<file path="src/ppo_pkg.sv">
// package for the port pin override logic: widths, reset values, carriers
package ppo_pkg;
  // pins per port
  localparam int PIN_COUNT = 8;
  // register bit reset values
  localparam logic RST_DIR  = 1'h0;
  localparam logic RST_DATA = 1'h0;
  localparam logic RST_PIN  = 1'h0;
  // sleep clamp forces this level ahead of the input stage
  localparam logic CLAMP_LEVEL = 1'h0;
  // external interrupt sense encodings
  localparam logic [1:0] SENSE_LOW     = 2'h0;
  localparam logic [1:0] SENSE_ANY     = 2'h1;
  localparam logic [1:0] SENSE_FALLING = 2'h2;
  localparam logic [1:0] SENSE_RISING  = 2'h3;

  // per-pin override bundle from the alternate-function modules
  typedef struct packed {
    logic [PIN_COUNT-1:0] pullup_override_enable;
    logic [PIN_COUNT-1:0] pullup_override_value;
    logic [PIN_COUNT-1:0] direction_override_enable;
    logic [PIN_COUNT-1:0] direction_override_value;
    logic [PIN_COUNT-1:0] port_value_override_enable;
    logic [PIN_COUNT-1:0] port_value_override_value;
    logic [PIN_COUNT-1:0] input_enable_override_enable;
    logic [PIN_COUNT-1:0] input_enable_override_value;
  } ppo_override_type;

  // per-pin pad controls toward the pad ring
  typedef struct packed {
    logic [PIN_COUNT-1:0] drive_en;
    logic [PIN_COUNT-1:0] drive_val;
    logic [PIN_COUNT-1:0] pullup_en;
  } ppo_pad_ctrl_type;
endpackage

</file>
<file path="src/ppo_pin_sync.sv">
// input synchronizer for one port: three flops, change taken when the last two agree
`timescale 1ns/1ps
module ppo_pin_sync (
  // clock and reset
  input  wire logic                          i_sys_clk,
  input  wire logic                          i_rst_n,
  // raw gated pad input
  input  wire logic [ppo_pkg::PIN_COUNT-1:0] i_raw,
  // filtered, synchronised value
  output logic      [ppo_pkg::PIN_COUNT-1:0] o_sync
);
  logic [ppo_pkg::PIN_COUNT-1:0] meta_reg;
  logic [ppo_pkg::PIN_COUNT-1:0] s2_reg;
  logic [ppo_pkg::PIN_COUNT-1:0] s3_reg;
  logic [ppo_pkg::PIN_COUNT-1:0] sync_reg;

  // three-stage chain; first stage read only by the second
  always_ff @(posedge i_sys_clk) begin
    if (!i_rst_n) begin
      meta_reg <= '0;
      s2_reg   <= '0;
      s3_reg   <= '0;
    end else begin
      meta_reg <= i_raw;
      s2_reg   <= meta_reg;
      s3_reg   <= s2_reg;
    end
  end

  // accept a bit only once stages two and three agree, filtering one-cycle glitches
  always_ff @(posedge i_sys_clk) begin
    if (!i_rst_n) begin
      sync_reg <= {ppo_pkg::PIN_COUNT{ppo_pkg::RST_PIN}};
    end else begin
      for (int i = 0; i < ppo_pkg::PIN_COUNT; i++) begin
        if (s2_reg[i] == s3_reg[i]) begin
          sync_reg[i] <= s3_reg[i];
        end
      end
    end
  end

  assign o_sync = sync_reg;
endmodule // ppo_pin_sync

</file>
<file path="src/ppo_port.sv">
// one eight-pin I/O port with alternate-function override and sleep clamp
`timescale 1ns/1ps
// Functional notes
// - sleep clamp forces every digital input without interrupt bypass or input-enable override to ground before the input stage
// - no clamp outside the deep sleep modes
// - external interrupt pins skip the clamp while their request is enabled
// - disabled external interrupt pins are clamped like ordinary pins
// - clamp release sets flag of disabled edge-sensed async interrupt whose pin is high
// - all pull-ups off while reset is active
// - pull-up override enable selects pull-up from override value alone
// - otherwise pull-up on only for direction 0, data 1, global disable 0
// - driver enable from direction override value, else direction bit
// - driven value from value override when enabled, else data bit
// - input-enable override decides input enable, else sleep state and interrupt bypass decide
// - alternate functions get the raw input before the port synchronizer
// - strobes shared per port, clock, clamp, global disable shared, overrides per pin
// - analog path connects straight to the pad, both directions
// - direction bit one makes an output, zero an input
// - global pull-up disable turns off all pull-ups except those under pull-up override
// - all pins tri-stated at the first clock edge with reset active
// - pin input passes a three-stage synchroniser before software reads it
module ppo_port (
  // clock and reset
  input  wire logic                          i_sys_clk,
  input  wire logic                          i_rst_n,
  // shared port controls
  input  wire logic                          i_sleep_clamp,
  input  wire logic                          i_global_pullup_disable,
  // register strobes and data bus
  input  wire logic                          i_write_output_data_strobe,
  input  wire logic                          i_write_direction_strobe,
  input  wire logic                          i_read_output_data_strobe,
  input  wire logic                          i_read_direction_strobe,
  input  wire logic                          i_read_pin_strobe,
  input  wire logic [ppo_pkg::PIN_COUNT-1:0] i_wdata,
  output logic      [ppo_pkg::PIN_COUNT-1:0] o_rdata,
  // alternate-function overrides and inputs
  input  wire ppo_pkg::ppo_override_type     i_override,
  output logic      [ppo_pkg::PIN_COUNT-1:0] o_alt_fn_raw_input,
  // external interrupt pins
  input  wire logic [ppo_pkg::PIN_COUNT-1:0] i_ext_int_pin,
  input  wire logic [ppo_pkg::PIN_COUNT-1:0] i_ext_int_enable,
  input  wire logic [ppo_pkg::PIN_COUNT-1:0] i_ext_int_async,
  input  wire logic [1:0]                    i_ext_int_sense [ppo_pkg::PIN_COUNT],
  output logic      [ppo_pkg::PIN_COUNT-1:0] o_ext_int_wake_set,
  // pads
  input  wire logic [ppo_pkg::PIN_COUNT-1:0] i_pad,
  output ppo_pkg::ppo_pad_ctrl_type          o_pad_ctrl
);
  logic [ppo_pkg::PIN_COUNT-1:0] pin_direction_bit_reg;
  logic [ppo_pkg::PIN_COUNT-1:0] pin_output_data_bit_reg;
  logic [ppo_pkg::PIN_COUNT-1:0] pin_input_sample_bit;
  logic [ppo_pkg::PIN_COUNT-1:0] in_enable;
  logic [ppo_pkg::PIN_COUNT-1:0] gated_in;
  logic [ppo_pkg::PIN_COUNT-1:0] drv_en_next;
  logic [ppo_pkg::PIN_COUNT-1:0] drv_val_next;
  logic [ppo_pkg::PIN_COUNT-1:0] pu_next;
  logic [ppo_pkg::PIN_COUNT-1:0] wake_next;
  logic                          sleep_d_reg;
  ppo_pkg::ppo_pad_ctrl_type     pad_reg;
  logic [ppo_pkg::PIN_COUNT-1:0] rdata_reg;
  logic [ppo_pkg::PIN_COUNT-1:0] raw_reg;
  logic [ppo_pkg::PIN_COUNT-1:0] wake_reg;

  // sense codes that arm the clamp-release flag
  function automatic logic edge_sense(input logic [1:0] s);
    return (s == ppo_pkg::SENSE_ANY) || (s == ppo_pkg::SENSE_FALLING) ||
           (s == ppo_pkg::SENSE_RISING);
  endfunction

  // direction and data registers, shared port strobes
  always_ff @(posedge i_sys_clk) begin
    if (!i_rst_n) begin
      pin_direction_bit_reg   <= {ppo_pkg::PIN_COUNT{ppo_pkg::RST_DIR}};
      pin_output_data_bit_reg <= {ppo_pkg::PIN_COUNT{ppo_pkg::RST_DATA}};
    end else begin
      if (i_write_direction_strobe) begin
        pin_direction_bit_reg <= i_wdata;
      end
      if (i_write_output_data_strobe) begin
        pin_output_data_bit_reg <= i_wdata;
      end
    end
  end

  // per-pin override muxing; each pin has its own override set
  genvar g;
  generate
    for (g = 0; g < ppo_pkg::PIN_COUNT; g++) begin : g_pin
      assign drv_en_next[g] = i_override.direction_override_enable[g] ?
                              i_override.direction_override_value[g] :
                              pin_direction_bit_reg[g];
      assign drv_val_next[g] = i_override.port_value_override_enable[g] ?
                               i_override.port_value_override_value[g] :
                               pin_output_data_bit_reg[g];
      // override pull-up; otherwise 0-1-0 pattern only
      // register path also yields to a forced driver, so the two never fight
      assign pu_next[g] = i_override.pullup_override_enable[g] ?
                          i_override.pullup_override_value[g] :
                          (({pin_direction_bit_reg[g], pin_output_data_bit_reg[g],
                             i_global_pullup_disable} == 3'h2) && !drv_en_next[g]);
      // input enable; clamp only in sleep; interrupt bypass
      assign in_enable[g] = i_override.input_enable_override_enable[g] ?
                            i_override.input_enable_override_value[g] :
                            (!i_sleep_clamp ||
                             (i_ext_int_pin[g] && i_ext_int_enable[g]));
      assign gated_in[g] = in_enable[g] ? i_pad[g] : ppo_pkg::CLAMP_LEVEL;
      // clamp release on a high, disabled, edge-sensed async pin
      assign wake_next[g] = sleep_d_reg && !i_sleep_clamp && i_ext_int_pin[g] &&
                            i_ext_int_async[g] && !i_ext_int_enable[g] &&
                            i_pad[g] && edge_sense(i_ext_int_sense[g]);
    end
  endgenerate

  // pad controls registered; reset tri-states and drops pull-ups
  always_ff @(posedge i_sys_clk) begin
    if (!i_rst_n) begin
      pad_reg <= '0;
    end else begin
      pad_reg.drive_en  <= drv_en_next;
      pad_reg.drive_val <= drv_val_next;
      pad_reg.pullup_en <= pu_next;
    end
  end

  // raw gated input to alternate functions, not synchronised here
  always_ff @(posedge i_sys_clk) begin
    if (!i_rst_n) begin
      raw_reg <= '0;
    end else begin
      raw_reg <= gated_in;
    end
  end

  // software-visible pin value through the synchroniser
  ppo_pin_sync u_sync (
    .i_sys_clk (i_sys_clk),
    .i_rst_n   (i_rst_n),
    .i_raw     (gated_in),
    .o_sync    (pin_input_sample_bit)
  );

  // sleep history for clamp release detection
  always_ff @(posedge i_sys_clk) begin
    if (!i_rst_n) begin
      sleep_d_reg <= 1'h0;
      wake_reg    <= '0;
    end else begin
      sleep_d_reg <= i_sleep_clamp;
      wake_reg    <= wake_next;
    end
  end

  // read mux; strobes are one-hot by contract, direction wins on overlap
  always_ff @(posedge i_sys_clk) begin
    if (!i_rst_n) begin
      rdata_reg <= '0;
    end else if (i_read_direction_strobe) begin
      rdata_reg <= pin_direction_bit_reg;
    end else if (i_read_output_data_strobe) begin
      rdata_reg <= pin_output_data_bit_reg;
    end else if (i_read_pin_strobe) begin
      rdata_reg <= pin_input_sample_bit;
    end else begin
      rdata_reg <= '0;
    end
  end

  assign o_pad_ctrl         = pad_reg;
  assign o_alt_fn_raw_input = raw_reg;
  assign o_ext_int_wake_set = wake_reg;
  assign o_rdata            = rdata_reg;
endmodule // ppo_port

</file>
<file path="config.mk">
export PLATFORM = sky130hd
export DESIGN_NAME = ppo_port
export DESIGN_NICKNAME = d
export VERILOG_FILES = /design/src/ppo_pkg.sv /design/src/ppo_pin_sync.sv /design/src/ppo_port.sv
export SDC_FILE = /design/constraint.sdc
export NUM_CORES = 1
export LEC_CHECK = 0
export BUFFER_PORTS_ARGS = -buffer_cell sky130_fd_sc_hd__buf_2
export CORE_ASPECT_RATIO = 1.4
export CORE_MARGIN = 10
export CORE_UTILIZATION = 35
export CTS_CLUSTER_DIAMETER = 60
export CTS_CLUSTER_SIZE = 16
export DETAILED_ROUTE_END_ITERATION = 7
export HOLD_SLACK_MARGIN = 0.05
export SKIP_LAST_GASP = 1
export SLEW_MARGIN = 20
export SYNTH_ARGS = -nofsm -noshare
export SYNTH_HDL_FRONTEND = slang
export SYNTH_SLANG_ARGS = --single-unit
</file>
<file path="constraint.sdc">
create_clock -name i_sys_clk -period 1.56 [get_ports i_sys_clk]
set_input_delay 0.078 -clock i_sys_clk [delete_from_list [all_inputs] [get_ports i_sys_clk]]
set_output_delay 0.078 -clock i_sys_clk [all_outputs]
set_load 0.01 [all_outputs]
</file>
# Yosys cells after proc, flatten, opt, wreduce, memory -nomap -nowiden
# Cells that the tools add are included.
dict set report classes {
  muxes 35
  n_reduce_logical 106
  eq_ne 40
}
# operator n
set op_table {}
lappend op_table {{$logic_and 1x1->1} 57}
lappend op_table {{$eq 2x2->1 const B} 16}
lappend op_table {{$mux 1} 32}
lappend op_table {{$eq 3x2->1 const B} 8}
lappend op_table {{$logic_or 1x1->1} 24}
lappend op_table {{$mux 8} 3}
lappend op_table {{$logic_not 1->1} 17}
lappend op_table {{$eq 2x1->1 const B} 8}
lappend op_table {{$reduce_and 2->1} 8}
lappend op_table {{$eq 1x1->1} 8}
dict set report totals {
  input_bits 129
  elab_cells 207
  reg_bits 89
}

# Depth between registers and ports, before layout
dict set report logic_depth {
  depth_word 7
  depth_mapped 4
}

# Modules after synthesis
# From an unflattened synthesis, not the netlist that was laid out.
dict set report hier_totals {
  hier_cells 365
  area_unflattened_um2 3948.8
}
# module cells_per_inst seq_area_each_um2 n_inst area_each_um2
set by_module_without_submodules {}
lappend by_module_without_submodules {ppo_port 282 1301.2 1 2987.9}
lappend by_module_without_submodules {ppo_pin_sync 83 640.6 1 960.9}

# Worst setup path before layout
# Ideal clock, no wire load.
dict set report synth_path {
  path_type {register to register}
  startpoint {register sleep_d_reg}
  endpoint {register wake_reg (netlist bit o_ext_int_wake_set[1])}
  n_path_buf 1
  t_arrival_ns 0.756
  stages_incl_launch_ff 4
  setup_ns 0.088
  period_less_slack_ns 0.843
  t_required_ns 1.472
  slack_ns 0.717
  path_cell_list {dfxtp_1 -> nand2b_4 -> buf_6 -> nor4_4}
}
dict set report synth_via {
  elab_chain_cells 6
}
# item line
set synth_rtl {}
lappend synth_rtl {{start, declared} ppo_port.sv:59} ;# logic sleep_d_reg;
lappend synth_rtl {{start signal, assigned} ppo_port.sv:149} ;# sleep_d_reg <= i_sleep_clamp;
lappend synth_rtl {{$logic_and 1x1->1 (3 in series)} ppo_port.sv:109} ;# assign wake_next[g] = sleep_d_reg && !i_sleep_clamp && i_ext_int_pin[g] &&
lappend synth_rtl {{$logic_and 1x1->1 (2 in series)} ppo_port.sv:110} ;# i_ext_int_async[g] && !i_ext_int_enable[g] &&
lappend synth_rtl {{$logic_and 1x1->1} ppo_port.sv:111} ;# i_pad[g] && edge_sense(i_ext_int_sense[g]);
lappend synth_rtl {{end signal, assigned} ppo_port.sv:150} ;# wake_reg <= wake_next;
lappend synth_rtl {{end, declared} ppo_port.sv:63} ;# logic [ppo_pkg::PIN_COUNT-1:0] wake_reg;
# No other way between the ends.
# A chain may end at the register's enable or synchronous reset.

# Final worst setup path
dict set report layout_path {
  startpoint {input port i_override[38] (netlist bit)}
  endpoint {register pad_reg (netlist bit o_pad_ctrl[6])}
}
dict set report layout_via {
  elab_chain_cells 4
}
# item line
set layout_rtl {}
lappend layout_rtl {{start, declared} ppo_port.sv:38} ;# input wire ppo_pkg::ppo_override_type i_override,
lappend layout_rtl {{$mux 1} ppo_port.sv:90} ;# assign drv_en_next[g] = i_override.direction_override_enable[g] ?
lappend layout_rtl {{$logic_not 1->1} ppo_port.sv:101} ;# i_global_pullup_disable} == 3'h2) && !drv_en_next[g]);
lappend layout_rtl {{$logic_and 1x1->1} ppo_port.sv:101}
lappend layout_rtl {{$mux 1} ppo_port.sv:98} ;# assign pu_next[g] = i_override.pullup_override_enable[g] ?
lappend layout_rtl {{end, declared} ppo_port.sv:60} ;# ppo_pkg::ppo_pad_ctrl_type pad_reg;
# No other way between the ends.

==> summary.md <==
| Metric | Value |
|---|---|
| Seq cells post-synth | 89 |
| Fin Clk Skew | 0.00561 ns |
| Worst slew margin | 62.2% |
| Synth area leader | dfxtp_1 |
| Final #Nets | 735 |
| PostCTS Resize Cnt | 0 |
| Via count | 3439 |
| Slowest stage delay, CP | between 0.5 and 0.6 ns |
| IO Count | 177 |
| Total gr overflow | 0 |
| Final ANT Viol Nets | 0 |
| PortBufs | 176 |
| Crit path required time | between 1.5 and 2 ns |
| H-tree levels | 3 |
| Total GRT Usage | 15.4% |
| CTS tree | yes |
| Fill cells | slightly above 800 |
| Met2 WL | 5280 um |
| Fmax | 663 MHz |
| Routed Wire Length | 11000 um |
| Final setup TNS | 0 ns |
| Max-slew violations | 0 |
| Clk buf depth | 2 |
| Hold Crit Class | primary input to flop |
| # diodes | 0 |
| # DRC | 0 |
| Syn avg cell area | 10.1 sq um |
| Share of layout cells above drive strength 1 | between 30% and 40% |
| Pre-antenna DRT Iters | 4 |
| Max layer used | met5 |
| Synth Area in XOR/XNOR | 0% |
| Post-synthesis mux area share | 9.27% |
| CTS Buf Count | 9 |
| Die ar. | between 10000 and 15000 sq um |
| Setup crit end kind | flop |
| Critical path cell sequence | dlygate4sd3_1 > buf_2 > and2_1 > o41ai_2 > dlygate4sd3_1 |
| Final Core Density | roughly 60% |
| VDD IR max | 0.744 mV |
| Ys Warns | 0 |
| Hold_ws | 0.0707 ns |
| Vias in the first global route | 3880 |
| Core ar. | 9560 sq um |
| CP Class | primary input to flop |
| Primary FF master, synth | dfxtp_1 |
| Simple-Gate Fraction of Synth Area | 21.9% |
| Net Count, Synth | around 470 |
| Critical Path AT | 1.78 ns |
| Post-synth ARST share | 0% |
| Tmin final | 1.51 ns |
| GPL Wtd Cong | 0.782 |
| Register area share after synthesis | 51.6% |
| WL met3 | 985 um |
| Initial cell density of the core | 36.1% |
| EDFF count, synth | 0 |
| Startpoint Class | primary input |
| Ranking of synthesized cells by area | dfxtp_1 (52%), mux2i_1 (9.3%), and2_1 (4.5%) |
| Synthesized-area fraction occupied by adder cells | 0% |
| Measured slew at the worst slew-check pin | about 0.57 ns |
| Leak | between 0.002 and 0.003 uW |
| Vias per cell | ~4.6 |
| Syn Std Cell Area | 3460 sq um |
| PwrDens | 956 nW/um^2 |
| Row Count | 42 |
| Die height | 138 um |
| Die W | roughly 100 um |
| Dpl hpwl | 7850 um |
| Worst path most repeated cell | dlygate4sd3_1 |
| Total of max-cap violations | 0 |
| Final hold violation count | 0 |
| DRT iter0 DRCs | 82 |
| P&R area growth vs syn | 63.2% |
| Pin count of the biggest net entering global routing | 25 |
| Finish-stage setup viols | 0 |
| CP max FO | 2 |
| Syn Inst Count | 343 |
| Root Buffer Master | clkbuf_16 |
| Post-synth top area share | a little over 50% |
| Initial antenna violation count | 1 |
| RSZ-0062 raised after global routing | false |
| First-pass GRT wire length | 18100 um |
| Max reg flops | 24 |
| Worst-Skew Late Latency | 0.33 ns |
| Wire per inst | 14.7 um |
| Met1 WL | 4610 um |
| Complex-gate fraction of the synthesized area | about an eighth |
| Crit share post-route | 96.7% |
| CTS Sinks | 89 |
| Post-CTS Setup Inserts | 0 |
| Clock Pin Slew Worst Setup and Hold Paths | 0.06 ns |
| Netlist cell types | 23 |
| Critical-path top delay cell | dlygate4sd3_1 |
| Outcome | finished clean |
| Largest family of logic cells by synthesized area | simple AND/OR/NAND/NOR gates |
-- where the power goes --
group	internal (uW)	switching [uW]	leakage [uW]
clock network	1390	842	0.000152
logic	423	316	0.00178
registers	2370	46.8	0.000729
total	4190	1210	0.00266
-- worst paths after layout --
check             cells past startpoint                 from  slack (ns)               endpoint
setup / recovery                      5       i_override[38]        0.05          o_pad_ctrl[6]
hold / removal                        3  i_ext_int_sense[15]        0.07  o_ext_int_wake_set[0]
setup reg to reg                      3          sleep_d_reg        0.15  o_ext_int_wake_set[4]
hold reg to reg                       2     u_sync.s3_reg[1]        0.46       u_sync.o_sync[1]
-- logic make-up (layout without fill, tap and decap cells) --
logic type             Yosys count  after routing
muxes                           32             32
and+or+nand+nor                134            134
AOI/OAI and AO/OA               53             53
DFF                             89             89
buffers and inverters           35            303
-- synthesized netlist by cell type, drive strengths merged (10+ instances only) --
cell / count
dfxtp: 89
buf: 14
nand3b: 11
nand2: 29
nand2b: 10
inv: 17
and2: 25
nor2: 35
mux2i: 32
a21oi: 16
-- metal layers --
metal / up-vias / global-route usage [%]
li1: 1709 / -
met4: 2 / 5.04
met3: 10 / 6.55
met2: 167 / 26.8
met1: 1551 / 16.5
met5: - / 0
-- through the flow --
step,setup slack [ns],instance area (sq um),instances,power (uW)
after floorplan,0.717,3460,343,2740
after global placement,0.481,4430,637,3020
after detailed placement,0.467,4430,637,3030
after CTS,0.103,5640,743,5460
after global routing,0.00136,5640,743,5640
final,0.0522,5640,743,5390
-- area by class of cell --
cell class / instances / area [sq um] / share of cell area (%)
Sequential cell: 89 / 1780 / 31.6
Inverter: 17 / 63.8 / 1.13
Clock inverter: 6 / 82.6 / 1.46
Timing Repair Buffer: 270 / 1810 / 32.1
Clock buffer: 10 / 229 / 4.06
Multi-Input combinational cell: 219 / 1510 / 26.7
Tap cell: 132 / 165 / 2.93
-- placed cells by master (no fill, tap or decap) --
master,Yosys,layout
buf_2,9,176
o41ai_2,8,8
nor2_1,35,35
a221oi_1,8,8
o21ai_0,8,8
and2_1,25,25
dlygate4sd3_1,0,90
bufinv_16,0,2
clkbuf_1,4,1
a21oi_1,16,16
nor2b_1,8,8
nand3b_1,11,11
clkinv_2,0,3
dfxtp_1,89,89
inv_1,17,17
nand2_1,29,29
clkinvlp_4,0,1
buf_4,3,4
clkbuf_16,0,9
a311oi_1,8,8
mux2i_1,32,32
nor4_2,6,6
nand2b_4,1,1
nor4_4,2,2
nand2b_1,9,9
o211ai_1,5,5
nand3_1,8,8
-- worst max-delay path, delay by kind of cell --
kind	cells	cell delay [ns]
buffers and inverters	3	1.26
AND/OR/NAND/NOR	1	0.13
AO/OA/AOI/OAI	1	0.31
-- what timing repair did --
item,4_1_cts,5_1_grt
endpoints found under the hold margin,56,1
hold buffers,90,1
setup endpoints to repair,0,1
Power figures use the tool's default switching activity.
